<file path="src/verilog/clpm_pkg.sv">
package clpm_pkg;
    // ------------------------------------------------------------
    // Register byte offsets
    // ------------------------------------------------------------
    localparam logic [11:0] CTRL_OFF = 12'h000;
    localparam logic [11:0] STAT_OFF = 12'h004;
    localparam logic [11:0] DET_OFF = 12'h008;
    localparam logic [11:0] PDI_OFF = 12'h00c;
    localparam logic [11:0] TMR_OFF = 12'h010;
    // ------------------------------------------------------------
    // Field positions
    // ------------------------------------------------------------
    localparam int CTRL_AN_EN = 12;
    localparam int CTRL_PWR_DN = 11;
    localparam int CTRL_APD_EN = 6;
    localparam int CTRL_LTO_HI = 7;
    localparam int CTRL_LTO_LO = 2;
    localparam int STAT_LINK = 2;
    localparam int DET_EN = 10;
    localparam int PDI_DET = 9;
    localparam int TMR_SLEEP_LSB = 13;
    localparam int TMR_WAKE_LSB = 11;
    // ------------------------------------------------------------
    // Reset values
    // ------------------------------------------------------------
    localparam logic [31:0] CTRL_RST = 32'h0000_1000;
    localparam logic [31:0] TMR_RST = 32'h0000_2000;
    // ------------------------------------------------------------
    // Timing and detection status codes
    // ------------------------------------------------------------
    localparam int CLK_HZ = 40_000_000;
    localparam int MS_CYC = CLK_HZ / 1000;
    localparam int JIT_NEG_MS = 80;
    localparam int JIT_POS_MS = 60;
    localparam logic [1:0] DET_SEARCH = 2'h0;
    localparam logic [1:0] DET_FOUND = 2'h1;
    localparam logic [1:0] DET_NONE = 2'h2;

    typedef enum logic [1:0] {
        CLPM_LOW,
        CLPM_WAKE,
        CLPM_NORMAL
    } clpm_pwr_t;

    typedef struct packed {
        logic an_en;
        logic pwr_dn;
        logic apd_en;
        logic [1:0] lto_sel;
        logic det_en;
        logic [1:0] sleep_sel;
        logic [1:0] wake_sel;
    } clpm_cfg_t;
endpackage

</file>
<file path="src/verilog/clpm_top.sv">
// The placing of the registers and register access over APB are this design's own decisions.
`timescale 1ns/1ps
module clpm_top #(
    parameter int SLEEP0_MS = 1000,
    parameter int SLEEP1_MS = 2000,
    parameter int SLEEP2_MS = 3000,
    parameter int SLEEP3_MS = 4000,
    parameter int WAKE_MS = 100,
    parameter int LTO0_MS = 1000,
    parameter int LTO1_MS = 2000,
    parameter int LTO2_MS = 3000,
    parameter int LTO3_MS = 4000,
    parameter int SEARCH_MS = 500,
    parameter int BURST_MS = 16,
    parameter int MS_DIV = clpm_pkg::MS_CYC
) (
    input wire logic core_clk,
    input wire logic reset_n,
    input wire logic psel,
    input wire logic penable,
    input wire logic pwrite,
    input wire logic [11:0] paddr,
    input wire logic [31:0] pwdata,
    output logic [31:0] prdata,
    output logic pready,
    output logic pslverr,
    input wire logic energy_in,
    input wire logic loopback_in,
    input wire logic link_up_in,
    output logic blocks_on,
    output logic flp_send,
    output logic flp_pair_b,
    output logic det_flp_send,
    output logic an_run,
    output logic [1:0] pwr_state
);
    // ------------------------------------------------------------
    // Synchronisers and millisecond tick
    // ------------------------------------------------------------
    logic [2:0] sync1_q;
    logic [2:0] sync2_q;
    logic energy;
    logic loopback;
    logic link_up;
    logic ms_tick;

    always_ff @(posedge core_clk) begin
        if (!reset_n) begin
            sync1_q <= '0;
            sync2_q <= '0;
        end else begin
            sync1_q <= {link_up_in, loopback_in, energy_in};
            sync2_q <= sync1_q;
        end
    end

    assign energy = sync2_q[0];
    assign loopback = sync2_q[1];
    assign link_up = sync2_q[2];

    clpm_ms_tick #(
        .DIV(MS_DIV)
    ) u_tick (
        .core_clk(core_clk),
        .reset_n(reset_n),
        .tick(ms_tick)
    );

    // ------------------------------------------------------------
    // Register file
    // ------------------------------------------------------------
    clpm_pkg::clpm_cfg_t cfg_q;
    logic [1:0] det_stat_q;
    logic det_irq_q;
    logic det_irq_set;
    logic wr;
    logic rd;

    assign pready = 1'b1;
    assign wr = psel && penable && pwrite;
    assign rd = psel && penable && !pwrite;

    function automatic logic mapped(input logic [11:0] a);
        mapped = (a == clpm_pkg::CTRL_OFF) || (a == clpm_pkg::STAT_OFF)
            || (a == clpm_pkg::DET_OFF) || (a == clpm_pkg::PDI_OFF)
            || (a == clpm_pkg::TMR_OFF);
    endfunction

    assign pslverr = psel && penable && !mapped(paddr);

    always_ff @(posedge core_clk) begin
        if (!reset_n) begin
            cfg_q.an_en <= clpm_pkg::CTRL_RST[clpm_pkg::CTRL_AN_EN];
            cfg_q.pwr_dn <= clpm_pkg::CTRL_RST[clpm_pkg::CTRL_PWR_DN];
            cfg_q.apd_en <= clpm_pkg::CTRL_RST[clpm_pkg::CTRL_APD_EN];
            cfg_q.lto_sel <= 2'h0;
            cfg_q.det_en <= 1'b0;
            cfg_q.sleep_sel <= clpm_pkg::TMR_RST[clpm_pkg::TMR_SLEEP_LSB +: 2];
            cfg_q.wake_sel <= clpm_pkg::TMR_RST[clpm_pkg::TMR_WAKE_LSB +: 2];
        end else if (wr) begin
            if (paddr == clpm_pkg::CTRL_OFF) begin
                cfg_q.an_en <= pwdata[clpm_pkg::CTRL_AN_EN];
                cfg_q.pwr_dn <= pwdata[clpm_pkg::CTRL_PWR_DN];
                cfg_q.apd_en <= pwdata[clpm_pkg::CTRL_APD_EN];
                cfg_q.lto_sel <= {pwdata[clpm_pkg::CTRL_LTO_HI],
                    pwdata[clpm_pkg::CTRL_LTO_LO]};
            end else if (paddr == clpm_pkg::DET_OFF) begin
                cfg_q.det_en <= pwdata[clpm_pkg::DET_EN];
            end else if (paddr == clpm_pkg::TMR_OFF) begin
                cfg_q.sleep_sel <= pwdata[clpm_pkg::TMR_SLEEP_LSB +: 2];
                cfg_q.wake_sel <= pwdata[clpm_pkg::TMR_WAKE_LSB +: 2];
            end
        end
    end

    // Set wins over read-clear so no detection is lost
    always_ff @(posedge core_clk) begin
        if (!reset_n) begin
            det_irq_q <= 1'b0;
        end else if (det_irq_set) begin
            det_irq_q <= 1'b1;
        end else if (rd && paddr == clpm_pkg::PDI_OFF) begin
            det_irq_q <= 1'b0;
        end
    end

    always_ff @(posedge core_clk) begin
        if (!reset_n) begin
            prdata <= '0;
        end else if (psel && !penable && !pwrite) begin
            if (paddr == clpm_pkg::CTRL_OFF) begin
                prdata <= 32'({cfg_q.an_en, cfg_q.pwr_dn, 3'h0, cfg_q.lto_sel[1],
                    cfg_q.apd_en, 3'h0, cfg_q.lto_sel[0], 2'h0});
            end else if (paddr == clpm_pkg::STAT_OFF) begin
                prdata <= 32'({link_up, 2'h0});
            end else if (paddr == clpm_pkg::DET_OFF) begin
                prdata <= 32'({cfg_q.det_en, det_stat_q, 8'h0});
            end else if (paddr == clpm_pkg::PDI_OFF) begin
                prdata <= 32'({det_irq_q, 9'h0});
            end else if (paddr == clpm_pkg::TMR_OFF) begin
                prdata <= 32'({cfg_q.sleep_sel, cfg_q.wake_sel, 11'h0});
            end else begin
                prdata <= '0;
            end
        end
    end

    // ------------------------------------------------------------
    // Powered-device detection sequencer
    // ------------------------------------------------------------
    logic [15:0] search_q;
    logic det_active;
    logic an_seen_q;

    // Host keeps auto-negotiation on while detecting
    assign det_active = cfg_q.det_en && cfg_q.an_en;

    always_ff @(posedge core_clk) begin
        if (!reset_n) begin
            det_stat_q <= clpm_pkg::DET_SEARCH;
            search_q <= '0;
        end else if (!det_active) begin
            det_stat_q <= clpm_pkg::DET_SEARCH;
            search_q <= '0;
        end else if (det_stat_q == clpm_pkg::DET_SEARCH) begin
            if (loopback) begin
                det_stat_q <= clpm_pkg::DET_FOUND;
            end else if (search_q == 16'(SEARCH_MS)) begin
                det_stat_q <= clpm_pkg::DET_NONE;
            end else if (ms_tick) begin
                search_q <= search_q + 16'h1;
            end
        end else if (det_stat_q == clpm_pkg::DET_NONE && an_seen_q && !link_up) begin
            det_stat_q <= clpm_pkg::DET_SEARCH;
            search_q <= '0;
        end
    end

    // Remember that a link came up so only a real failure restarts detection
    always_ff @(posedge core_clk) begin
        if (!reset_n || det_stat_q != clpm_pkg::DET_NONE) begin
            an_seen_q <= 1'b0;
        end else if (link_up) begin
            an_seen_q <= 1'b1;
        end
    end

    assign det_irq_set = det_active && det_stat_q == clpm_pkg::DET_SEARCH && loopback;
    assign det_flp_send = det_active && det_stat_q == clpm_pkg::DET_SEARCH;
    assign an_run = cfg_q.an_en && !cfg_q.pwr_dn
        && (!det_active || det_stat_q == clpm_pkg::DET_NONE);

    // ------------------------------------------------------------
    // Automatic power-down state machine
    // ------------------------------------------------------------
    clpm_pkg::clpm_pwr_t st_q;
    logic [15:0] tmr_q;
    logic [15:0] sleep_ms;
    logic [15:0] lto_ms;
    logic [15:0] lfsr_q;
    logic [1:0] burst_q;
    logic forced_hold_q;

    function automatic logic [15:0] pick(input logic [1:0] s, input int a,
            input int b, input int c, input int d);
        case (s)
            2'h0: pick = 16'(a);
            2'h1: pick = 16'(b);
            2'h2: pick = 16'(c);
            default: pick = 16'(d);
        endcase
    endfunction

    // Random offset in 0..140 shifted by -80 ms
    assign sleep_ms = pick(cfg_q.sleep_sel, SLEEP0_MS, SLEEP1_MS, SLEEP2_MS, SLEEP3_MS)
        + 16'(lfsr_q[7:0] % 8'(clpm_pkg::JIT_NEG_MS + clpm_pkg::JIT_POS_MS + 1))
        - 16'(clpm_pkg::JIT_NEG_MS);
    assign lto_ms = pick(cfg_q.lto_sel, LTO0_MS, LTO1_MS, LTO2_MS, LTO3_MS);

    always_ff @(posedge core_clk) begin
        if (!reset_n) begin
            lfsr_q <= 16'hace1;
        end else begin
            lfsr_q <= {lfsr_q[14:0], lfsr_q[15] ^ lfsr_q[13] ^ lfsr_q[12] ^ lfsr_q[10]};
        end
    end

    always_ff @(posedge core_clk) begin
        if (!reset_n) begin
            st_q <= clpm_pkg::CLPM_LOW;
            tmr_q <= '0;
            burst_q <= '0;
            forced_hold_q <= 1'b0;
        end else if (!cfg_q.apd_en) begin
            st_q <= clpm_pkg::CLPM_NORMAL;
            tmr_q <= '0;
            forced_hold_q <= 1'b0;
        end else begin
            case (st_q)
                clpm_pkg::CLPM_LOW: begin
                    if (energy) begin
                        st_q <= clpm_pkg::CLPM_NORMAL;
                        tmr_q <= '0;
                        forced_hold_q <= !cfg_q.an_en;
                    end else if (tmr_q >= sleep_ms) begin
                        st_q <= clpm_pkg::CLPM_WAKE;
                        tmr_q <= '0;
                        burst_q <= '0;
                    end else if (ms_tick) begin
                        tmr_q <= tmr_q + 16'h1;
                    end
                end
                clpm_pkg::CLPM_WAKE: begin
                    if (energy) begin
                        st_q <= clpm_pkg::CLPM_NORMAL;
                        tmr_q <= '0;
                        forced_hold_q <= !cfg_q.an_en;
                    end else if (tmr_q >= 16'(WAKE_MS) || burst_q == 2'h3) begin
                        st_q <= clpm_pkg::CLPM_LOW;
                        tmr_q <= '0;
                    end else if (ms_tick) begin
                        tmr_q <= tmr_q + 16'h1;
                        if (tmr_q % 16'(BURST_MS) == 16'(BURST_MS - 1)) begin
                            burst_q <= burst_q + 2'h1;
                        end
                    end
                end
                default: begin
                    // Forced speed or auto-negotiation off holds normal
                    if (link_up || forced_hold_q || !cfg_q.an_en) begin
                        tmr_q <= '0;
                    end else if (tmr_q >= lto_ms) begin
                        st_q <= clpm_pkg::CLPM_LOW;
                        tmr_q <= '0;
                    end else if (ms_tick) begin
                        tmr_q <= tmr_q + 16'h1;
                    end
                end
            endcase
        end
    end

    // Management stays alive; only datapath blocks are gated
    assign blocks_on = (st_q == clpm_pkg::CLPM_NORMAL) && !cfg_q.pwr_dn;
    assign flp_send = (st_q == clpm_pkg::CLPM_WAKE) && !cfg_q.pwr_dn;
    assign flp_pair_b = burst_q[0];
    assign pwr_state = st_q;
endmodule // clpm_top

</file>
<file path="src/verilog/clpm_ms_tick.sv">
`timescale 1ns/1ps
module clpm_ms_tick #(
    parameter int DIV = clpm_pkg::MS_CYC
) (
    input wire logic core_clk,
    input wire logic reset_n,
    output logic tick
);
    logic [31:0] cnt_q;

    always_ff @(posedge core_clk) begin
        if (!reset_n) begin
            cnt_q <= '0;
        end else if (cnt_q == 32'(DIV - 1)) begin
            cnt_q <= '0;
        end else begin
            cnt_q <= cnt_q + 32'h1;
        end
    end

    assign tick = (cnt_q == 32'(DIV - 1));
endmodule // clpm_ms_tick

</file>
<file path="config.mk">
export PLATFORM = sky130hd
export DESIGN_NAME = clpm_top
export DESIGN_NICKNAME = d
export VERILOG_FILES = /design/src/verilog/clpm_pkg.sv /design/src/verilog/clpm_top.sv /design/src/verilog/clpm_ms_tick.sv
export SDC_FILE = /design/constraint.sdc
export NUM_CORES = 1
export LEC_CHECK = 0
export ABC_AREA = 1
export BUFFER_PORTS_ARGS = -buffer_cell sky130_fd_sc_hd__buf_2
export CAP_MARGIN = 20
export CORE_ASPECT_RATIO = 0.75
export CORE_UTILIZATION = 30
export DETAILED_ROUTE_END_ITERATION = 8
export SETUP_SLACK_MARGIN = 0.15
export SLEW_MARGIN = 20
export SYNTH_ARGS = -nofsm -noshare
export SYNTH_HDL_FRONTEND = slang
export SYNTH_SLANG_ARGS = --single-unit
</file>
<file path="constraint.sdc">
create_clock -name core_clk -period 3.9 [get_ports core_clk]
set_input_delay 0.585 -clock core_clk [delete_from_list [all_inputs] [get_ports core_clk]]
set_output_delay 0.585 -clock core_clk [all_outputs]
set_load 0.03 [all_outputs]
</file>
==> flow_metrics.env, run 1 <==
export IMPL_yosysTopAreaCell="dfxtp_1"
export IMPL_final_nets=1300
export IMPL_antenna_diode_count=0
export IMPL_leakage_nw=4.10
export IMPL_cp_end_kind="flop"
export IMPL_core_um2=24300
export IMPL_required_ns=4.27
export IMPL_worstHoldStart="link_up_in"
export IMPL_syn_inst=1114
export IMPL_crit_type="reg2reg"
export IMPL_io_pins=93
export IMPL_synth_area_um2=7510
export IMPL_clkTransAtPathRegs_ns=0.06
export IMPL_cp_data_arrival_time_ns=4.25
export IMPL_start_util_pct=30.9
export IMPL_cts_tree="done"
export IMPL_powerDensity_nw_per_um2=350
export IMPL_multiInputGateArea_um2=4630
export IMPL_synth_area_leaders="dfxtp_1 31%, nand2_1 13%, ha_1 9.0%"
export IMPL_rows=49
export IMPL_nFillCells=2640
export IMPL_ys_flop_type="dfxtp_1"
export IMPL_maxCapViolations=0
export IMPL_path_buf_inv=5
export IMPL_wire_per_inst_um=11.8
export IMPL_fin_crit_sh_pct=99.4
export IMPL_crit_slowest_cell="dfxtp_4"
export IMPL_fmax_mhz=258
export IMPL_cp_start_kind="flop"
export IMPL_synth_edf_count=0
export IMPL_synth_cell_types=45
export IMPL_grt_max_degree=35
export IMPL_drc=0
export IMPL_viasPerCell=4.48
export IMPL_finClkSkew_ns=0.0103
export IMPL_drive_above_1_share_pct=16.4
export IMPL_ir_drop_mv=0.323
export IMPL_avgSynthCellArea_um2=6.74
export IMPL_dieWidth_um=185
export IMPL_outcome="finished clean"
export IMPL_dp_hpwl_mm=13.8
export IMPL_grt_use_total_pct=14.6
export IMPL_ys_warn_count=0
export IMPL_critPathTopFamily="simple AND/OR/NAND/NOR gates"
export IMPL_hold_path_class="in2reg"
export IMPL_crit_cells=31
export IMPL_seqPwrFrac_pct=38.0
export IMPL_first_global_vias=6206
export IMPL_routed_wl_mm=18.2
export IMPL_setup_viol=0
export IMPL_fin_util_pct=37.4
export IMPL_area_growth_pct=21.0
export IMPL_async_flop_share_pct=0
export IMPL_seq_area_frac_synth_pct=30.7
export IMPL_synth_seq_cells=115
export IMPL_hold_viol_final=0
export IMPL_cp_startpoint="lfsr_q[0]$_SDFF_PN1_"
export IMPL_fp_dieH_um=139
export IMPL_comb_power_share_pct=12.3
export IMPL_h_tree_depth=4
export IMPL_internal_power_w=0.00233
export IMPL_die_area_um2=25700
export IMPL_clockRootBuffer="clkbuf_16"
export IMPL_fin_cells=1537
export IMPL_first_iter_violations=415
export IMPL_place_congestion=0.876
export IMPL_via_count=6880
export IMPL_switching_share_pct=26.9
export IMPL_r2r_cells=31
export IMPL_cts_sinks=115
export IMPL_min_delay_path_depth=3
export IMPL_portBuffers=45
export IMPL_cpMostUsedCell="nand2_2"
export IMPL_p_clk_share_pct=49.7
export IMPL_cts_buffer_depth=2
export IMPL_antenna_found_initial=0
export IMPL_maxSlewHeadroom_pct=46.1
export IMPL_drv_slew=0
export IMPL_netlist_area_leader_share_pct=30.7
export IMPL_insertion_delay_ns=0.43
export IMPL_crit_path_max_incr_delay_ns=0.37
export IMPL_p_sw_w=0.000856
export IMPL_grt_first_pass_wirelength_mm=30.1
export IMPL_r2r_start="lfsr_q[0]$_SDFF_PN1_"
export IMPL_numCtsBuffers=17
export IMPL_holdBufCountCts=0
export IMPL_cp_max_fo=5
export IMPL_tns_ns=0
export IMPL_antenna_left=0
export IMPL_dr_pass1_iters=5
export IMPL_tightest_slew_ns=0.808
export IMPL_grt_ovfl_total=0
export IMPL_dp_cells=1497
export IMPL_seq_area_um2=2310
export IMPL_rsz0062_at_grt="true"
export IMPL_layout_min_cycle_time_ns=3.88
-- Yosys cell counts (6+ instances only) --
cell,number
nand2_1,261
inv_1,164
nor2_1,130
dfxtp_1,115
nand3_1,68
a21oi_1,59
ha_1,54
xor2_1,46
nor3_1,37
nand4_1,28
o21ai_0,24
buf_4,23
xnor2_1,13
o211ai_1,8
buf_2,7
or2_2,7
clkbuf_1,6
nor2_2,6
-- cells by family after synthesis --
family / after synthesis / share of synthesized area, %
XOR/XNOR: 59 / 6.88
buffers and inverters: 213 / 12.4
flip-flops: 115 / 30.7
other: 2 / 0.100
AO/OA/AOI/OAI: 107 / 7.93
adder cells (fa/ha/maj): 55 / 9.27
AND/OR/NAND/NOR: 563 / 32.8
-- per-stage QoR --
stage,instance area [um2],hold slack (ns),worst slack (ns),power [W]
finish,9090,0.347,0.0229,0.00318
global route,9090,0.370,-0.246,0.00333
floorplan,7700,0.390,0.0919,0.00150
global placement,8250,0.393,-0.109,0.00159
detailed placement,8250,0.398,-0.151,0.00159
CTS,8980,0.334,0.00394,0.00320
-- state kept, by name, summed over array words and instances, names as in the netlist, 3 cells and up --
| register | cells |
|---|---|
| u_tick.cnt_q | 32 |
| lfsr_q | 16 |
| search_q | 16 |
| tmr_q | 16 |
| cfg_q | 10 |
| prdata | 10 |
| sync1_q | 3 |
| sync2_q | 3 |
-- what timing repair did --
item | 4_1_cts | 5_1_grt
pin swaps | 27 | 16
endpoints found under the setup margin | 19 | 19
buffers inserted | 4 | 3
resized for setup | 27 | 26
cloned | 1 | 0
-- power by group through the flow --
stage / logic, W / clock network, W / registers (W)
after floorplan: 0.000264 / 0 / 0.00124
after global placement: 0.000353 / 0 / 0.00123
after detailed placement: 0.000356 / 0 / 0.00123
after CTS: 0.000383 / 0.00161 / 0.00121
after global routing: 0.000445 / 0.00167 / 0.00121
final: 0.000392 / 0.00158 / 0.00121
-- layout make-up --
type | count | share of cell area (%)
clock inverters | 14 | 1.69
repair buffers | 80 | 5.49
inverters | 171 | 7.12
clock buffers | 18 | 4.83
multi-input cells | 808 | 50.9
flip-flops and latches | 115 | 25.4
well taps | 331 | 4.56
-- worst paths after layout --
check | to | slack, ns
worst max-delay path | pwr_state[0]$_SDFFE_PN0P_ | 0.02
worst max register to register | pwr_state[0]$_SDFFE_PN0P_ | 0.02
worst min register to register | sync2_q[2]$_SDFF_PN0_ | 0.41
worst min-delay path | sync1_q[2]$_SDFF_PN0_ | 0.35
-- routing by layer --
metal	up-vias	GRT usage (%)	wire length [um]
li1	3666	-	-
met4	0	3.91	170
met1	3086	21.2	9490
met2	115	21.5	7810
met5	-	0	0
met3	13	2.99	733
-- tightest hold or removal path: cells and delay by family --
kind,cells,cell delay [ns]
and+or+nand+nor,1,0.04
buffers and inverters,2,0.12
-- layout by cell type (no fill, tap or decap), types with 3 or more instances in the layout --
cell        count
nor4_1          4
nor3_2          3
o21ai_0        22
clkinv_4        3
a21oi_2         4
nand2_1       246
nand3_1        63
nand2_4         6
clkbuf_16      17
inv_1         157
inv_2          10
ha_4            6
xnor2_1        13
buf_2          45
xor2_1         45
nor2_4          6
ha_1           48
or2_2           7
nor2_2         12
clkinvlp_4      3
dfxtp_1       113
nor3_1         36
nand3b_1        5
nand4_1        28
inv_6           4
nand3_2         6
nor2_1        121
conb_1         23
nand2_2        15
o31ai_1         3
buf_6           3
a21oi_1        55
o211ai_1        8
buf_4          32
(Power assumes the default switching activity.)
==> run 2, diff against run 1 <==
--- a/config.mk
+++ b/config.mk
@@ -15,4 +15,5 @@
 export SLEW_MARGIN = 20
 export SYNTH_ARGS = -nofsm -noshare
 export SYNTH_HDL_FRONTEND = slang
+export SYNTH_HIERARCHICAL = 1
 export SYNTH_SLANG_ARGS = --single-unit
==> run 2 against run 1 <==
Maximum frequency down 0.45%. Global-route usage up 0.78 points. Die area up 2.4%. Critical endpoint is now tmr_q[0]$_SDFF_PN0_. Clock power about the same. First-iteration DRC count down 5.8%. Critical path depth up 2. Final cell count up 2.6%. Sequential power about the same. Largest power group unchanged. Wire length up 6.3%.
==> flow_metrics.env, run 2 <==
export IMPL_h_tree_depth=4
export IMPL_clkTransAtPathRegs_ns=0.06
export IMPL_fin_cells=1577
export IMPL_finClkSkew_ns=0.00924
export IMPL_fp_dieH_um=141
export IMPL_portBuffers=45
export IMPL_clockRootBuffer="clkbuf_16"
export IMPL_dp_hpwl_mm=14.8
export IMPL_viasPerCell=4.45
export IMPL_ys_flop_type="dfxtp_1"
export IMPL_start_util_pct=30.7
export IMPL_hold_path_class="in2reg"
export IMPL_synth_cell_types=47
export IMPL_crit_slowest_cell="dfxtp_2"
export IMPL_crit_type="reg2reg"
export IMPL_fmax_mhz=257
export IMPL_numCtsBuffers=17
export IMPL_syn_inst=1137
export IMPL_grt_first_pass_wirelength_mm=32.2
export IMPL_ir_drop_mv=0.348
export IMPL_avgSynthCellArea_um2=6.76
export IMPL_synth_edf_count=0
export IMPL_powerDensity_nw_per_um2=341
export IMPL_crit_path_max_incr_delay_ns=0.35
export IMPL_maxSlewHeadroom_pct=56.3
export IMPL_tightest_slew_ns=0.653
export IMPL_routed_wl_mm=19.4
export IMPL_via_count=7025
export IMPL_hold_viol_final=0
export IMPL_cp_start_kind="flop"
export IMPL_layout_min_cycle_time_ns=3.89
export IMPL_rsz0062_at_grt="true"
export IMPL_first_global_vias=6477
export IMPL_final_nets=1333
export IMPL_dp_cells=1536
export IMPL_antenna_diode_count=0
export IMPL_antenna_found_initial=1
export IMPL_first_iter_violations=391
export IMPL_cts_sinks=115
export IMPL_cp_max_fo=8
export IMPL_cts_tree="done"
export IMPL_final_cell_mix="267 x nand2_1, 163 x inv_1, 129 x nor2_1, 112 x dfxtp_1, 54 x nand3_1"
export IMPL_finalPower_w=0.00318
export IMPL_synth_area_leaders="dfxtp_1 30%, nand2_1 14%, ha_1 8.8%"
export IMPL_netlist_area_leader_share_pct=29.9
export IMPL_place_congestion=0.895
export IMPL_drive_above_1_share_pct=21.6
export IMPL_ys_warn_count=6
export IMPL_final_common_cell="nand2_1"
export IMPL_path_buf_inv=5
export IMPL_cts_buffer_depth=2
export IMPL_cpMostUsedCell="nand2_4"
export IMPL_yosysMostFrequentCell="nand2_1"
export IMPL_die_area_um2=26300
export IMPL_yosysTopAreaCell="dfxtp_1"
export IMPL_synth_common_cells="279 x nand2_1, 169 x inv_1, 138 x nor2_1"
export IMPL_antenna_left=0
export IMPL_setup_viol=0
export IMPL_required_ns=4.27
export IMPL_dr_pass1_iters=5
export IMPL_largest_register_ffs=32
export IMPL_dieWidth_um=187
export IMPL_maxCapViolations=0
export IMPL_fin_crit_sh_pct=99.9
export IMPL_grt_use_total_pct=15.4
export IMPL_critPathTopFamily="simple AND/OR/NAND/NOR gates"
export IMPL_core_um2=25100
export IMPL_synth_seq_cells=115
export IMPL_grt_max_degree=26
export IMPL_area_growth_pct=21.4
export IMPL_cp_end_kind="flop"
export IMPL_io_pins=93
export IMPL_wire_per_inst_um=12.3
export IMPL_async_flop_share_pct=0
export IMPL_drv_slew=0
export IMPL_largest_register="u_tick/cnt_q"
export IMPL_insertion_delay_ns=0.43
export IMPL_drc=0
export IMPL_outcome="finished clean"
export IMPL_leakage_nw=4.19
export IMPL_cp_data_arrival_time_ns=4.26
export IMPL_rows=50
export IMPL_grt_ovfl_total=0
export IMPL_seq_area_frac_synth_pct=29.9
export IMPL_synth_area_um2=7690
run 2: changes by cell type in the layout (fill, tap and decap cells not counted), sizes merged, moves of 3 or more:
cell / before / now
nor3: 39 / 26
nor2: 139 / 195
o21ai: 25 / 28
nor4: 4 / 1
nand2: 269 / 292
buf: 80 / 85
nand4: 28 / 22
nand3: 69 / 63
a21oi: 59 / 46
inv: 173 / 187
xor2: 46 / 31
run 2: metrics by stage:
step / setup TNS, ns / worst slack (ns) / util, % / hold WS, ns / cell area [um2]
3_3_place_gp: -0.297 / -0.0276 / 33.8 / 0.393 / 8480
6_report: 0 / 0.00551 / 37.2 / 0.345 / 9340
3_5_place_dp: -1.22 / -0.0846 / 33.8 / 0.397 / 8480
4_1_cts: 0 / 0.00258 / 36.7 / 0.324 / 9200
2_1_floorplan: 0 / 0.156 / - / 0.390 / 7840
5_1_grt: -5.06 / -0.280 / 37.2 / 0.349 / 9340
run 2: path summary, 6_finish.rpt:
| path | slack [ns] | to | cells past startpoint | from |
|---|---|---|---|---|
| setup / recovery | 0.006 | tmr_q[0]$_SDFF_PN0_ | 33 | lfsr_q[0]$_SDFF_PN1_ |
| hold / removal | 0.35 | sync1_q[0]$_SDFF_PN0_ | 3 | energy_in |
| setup reg to reg | 0.006 | tmr_q[0]$_SDFF_PN0_ | 33 | lfsr_q[0]$_SDFF_PN1_ |
| hold reg to reg | 0.41 | lfsr_q[15]$_SDFF_PN1_ | 1 | lfsr_q[14]$_SDFF_PN0_ |
run 2: report_power, final:
| part | total, W | internal, W | switching, W |
|---|---|---|---|
| logic | 0.000393 | 0.000164 | 0.000229 |
| registers | 0.00121 | 0.00120 | 0.0000121 |
| clock network | 0.00158 | 0.000964 | 0.000617 |
run 2: what timing repair did:
action / 4_1_cts / 5_1_grt
setup buffers: 5 / 4
hold buffers: 0 / 0
pin swaps: 15 / 26
resized for setup: 24 / 29
endpoints found under the setup margin: 19 / 19
run 2: cells by family (layout without fill, tap and decap cells):
family	after synthesis	count (layout)	share of synthesized area (%)
other	2	23	0.0976
AO/OA/AOI/OAI	92	92	6.77
flip-flops	115	115	29.9
XOR/XNOR	43	43	4.90
adder cells (fa/ha/maj)	55	55	9.05
buffers and inverters	219	300	12.4
AND/OR/NAND/NOR	611	611	36.8
run 2: final cells by class:
class | count | area, um2
well taps | 338 | 423
clock buffers | 18 | 439
inverters | 183 | 689
flip-flops and latches | 115 | 2310
multi-input cells | 824 | 4770
fillers | 2638 | 15700
repair buffers | 85 | 558
clock inverters | 14 | 150
run 2: worst reg2reg max path, delay by kind of cell (launching register included):
family	cells	cell delay, ns
xor gates and xnor gates	1	0.15
adders and majority gates	4	0.94
AOI/OAI and AO/OA	4	0.65
buffers and inverters	5	0.40
DFF	1	0.35
and+or+nand+nor	19	1.34
run 2: per-layer routing:
metal	wire, um	global-route usage, %
met1	9780	21.1
met5	10	0
met3	905	3.81
met2	8420	23.5
met4	237	4.83
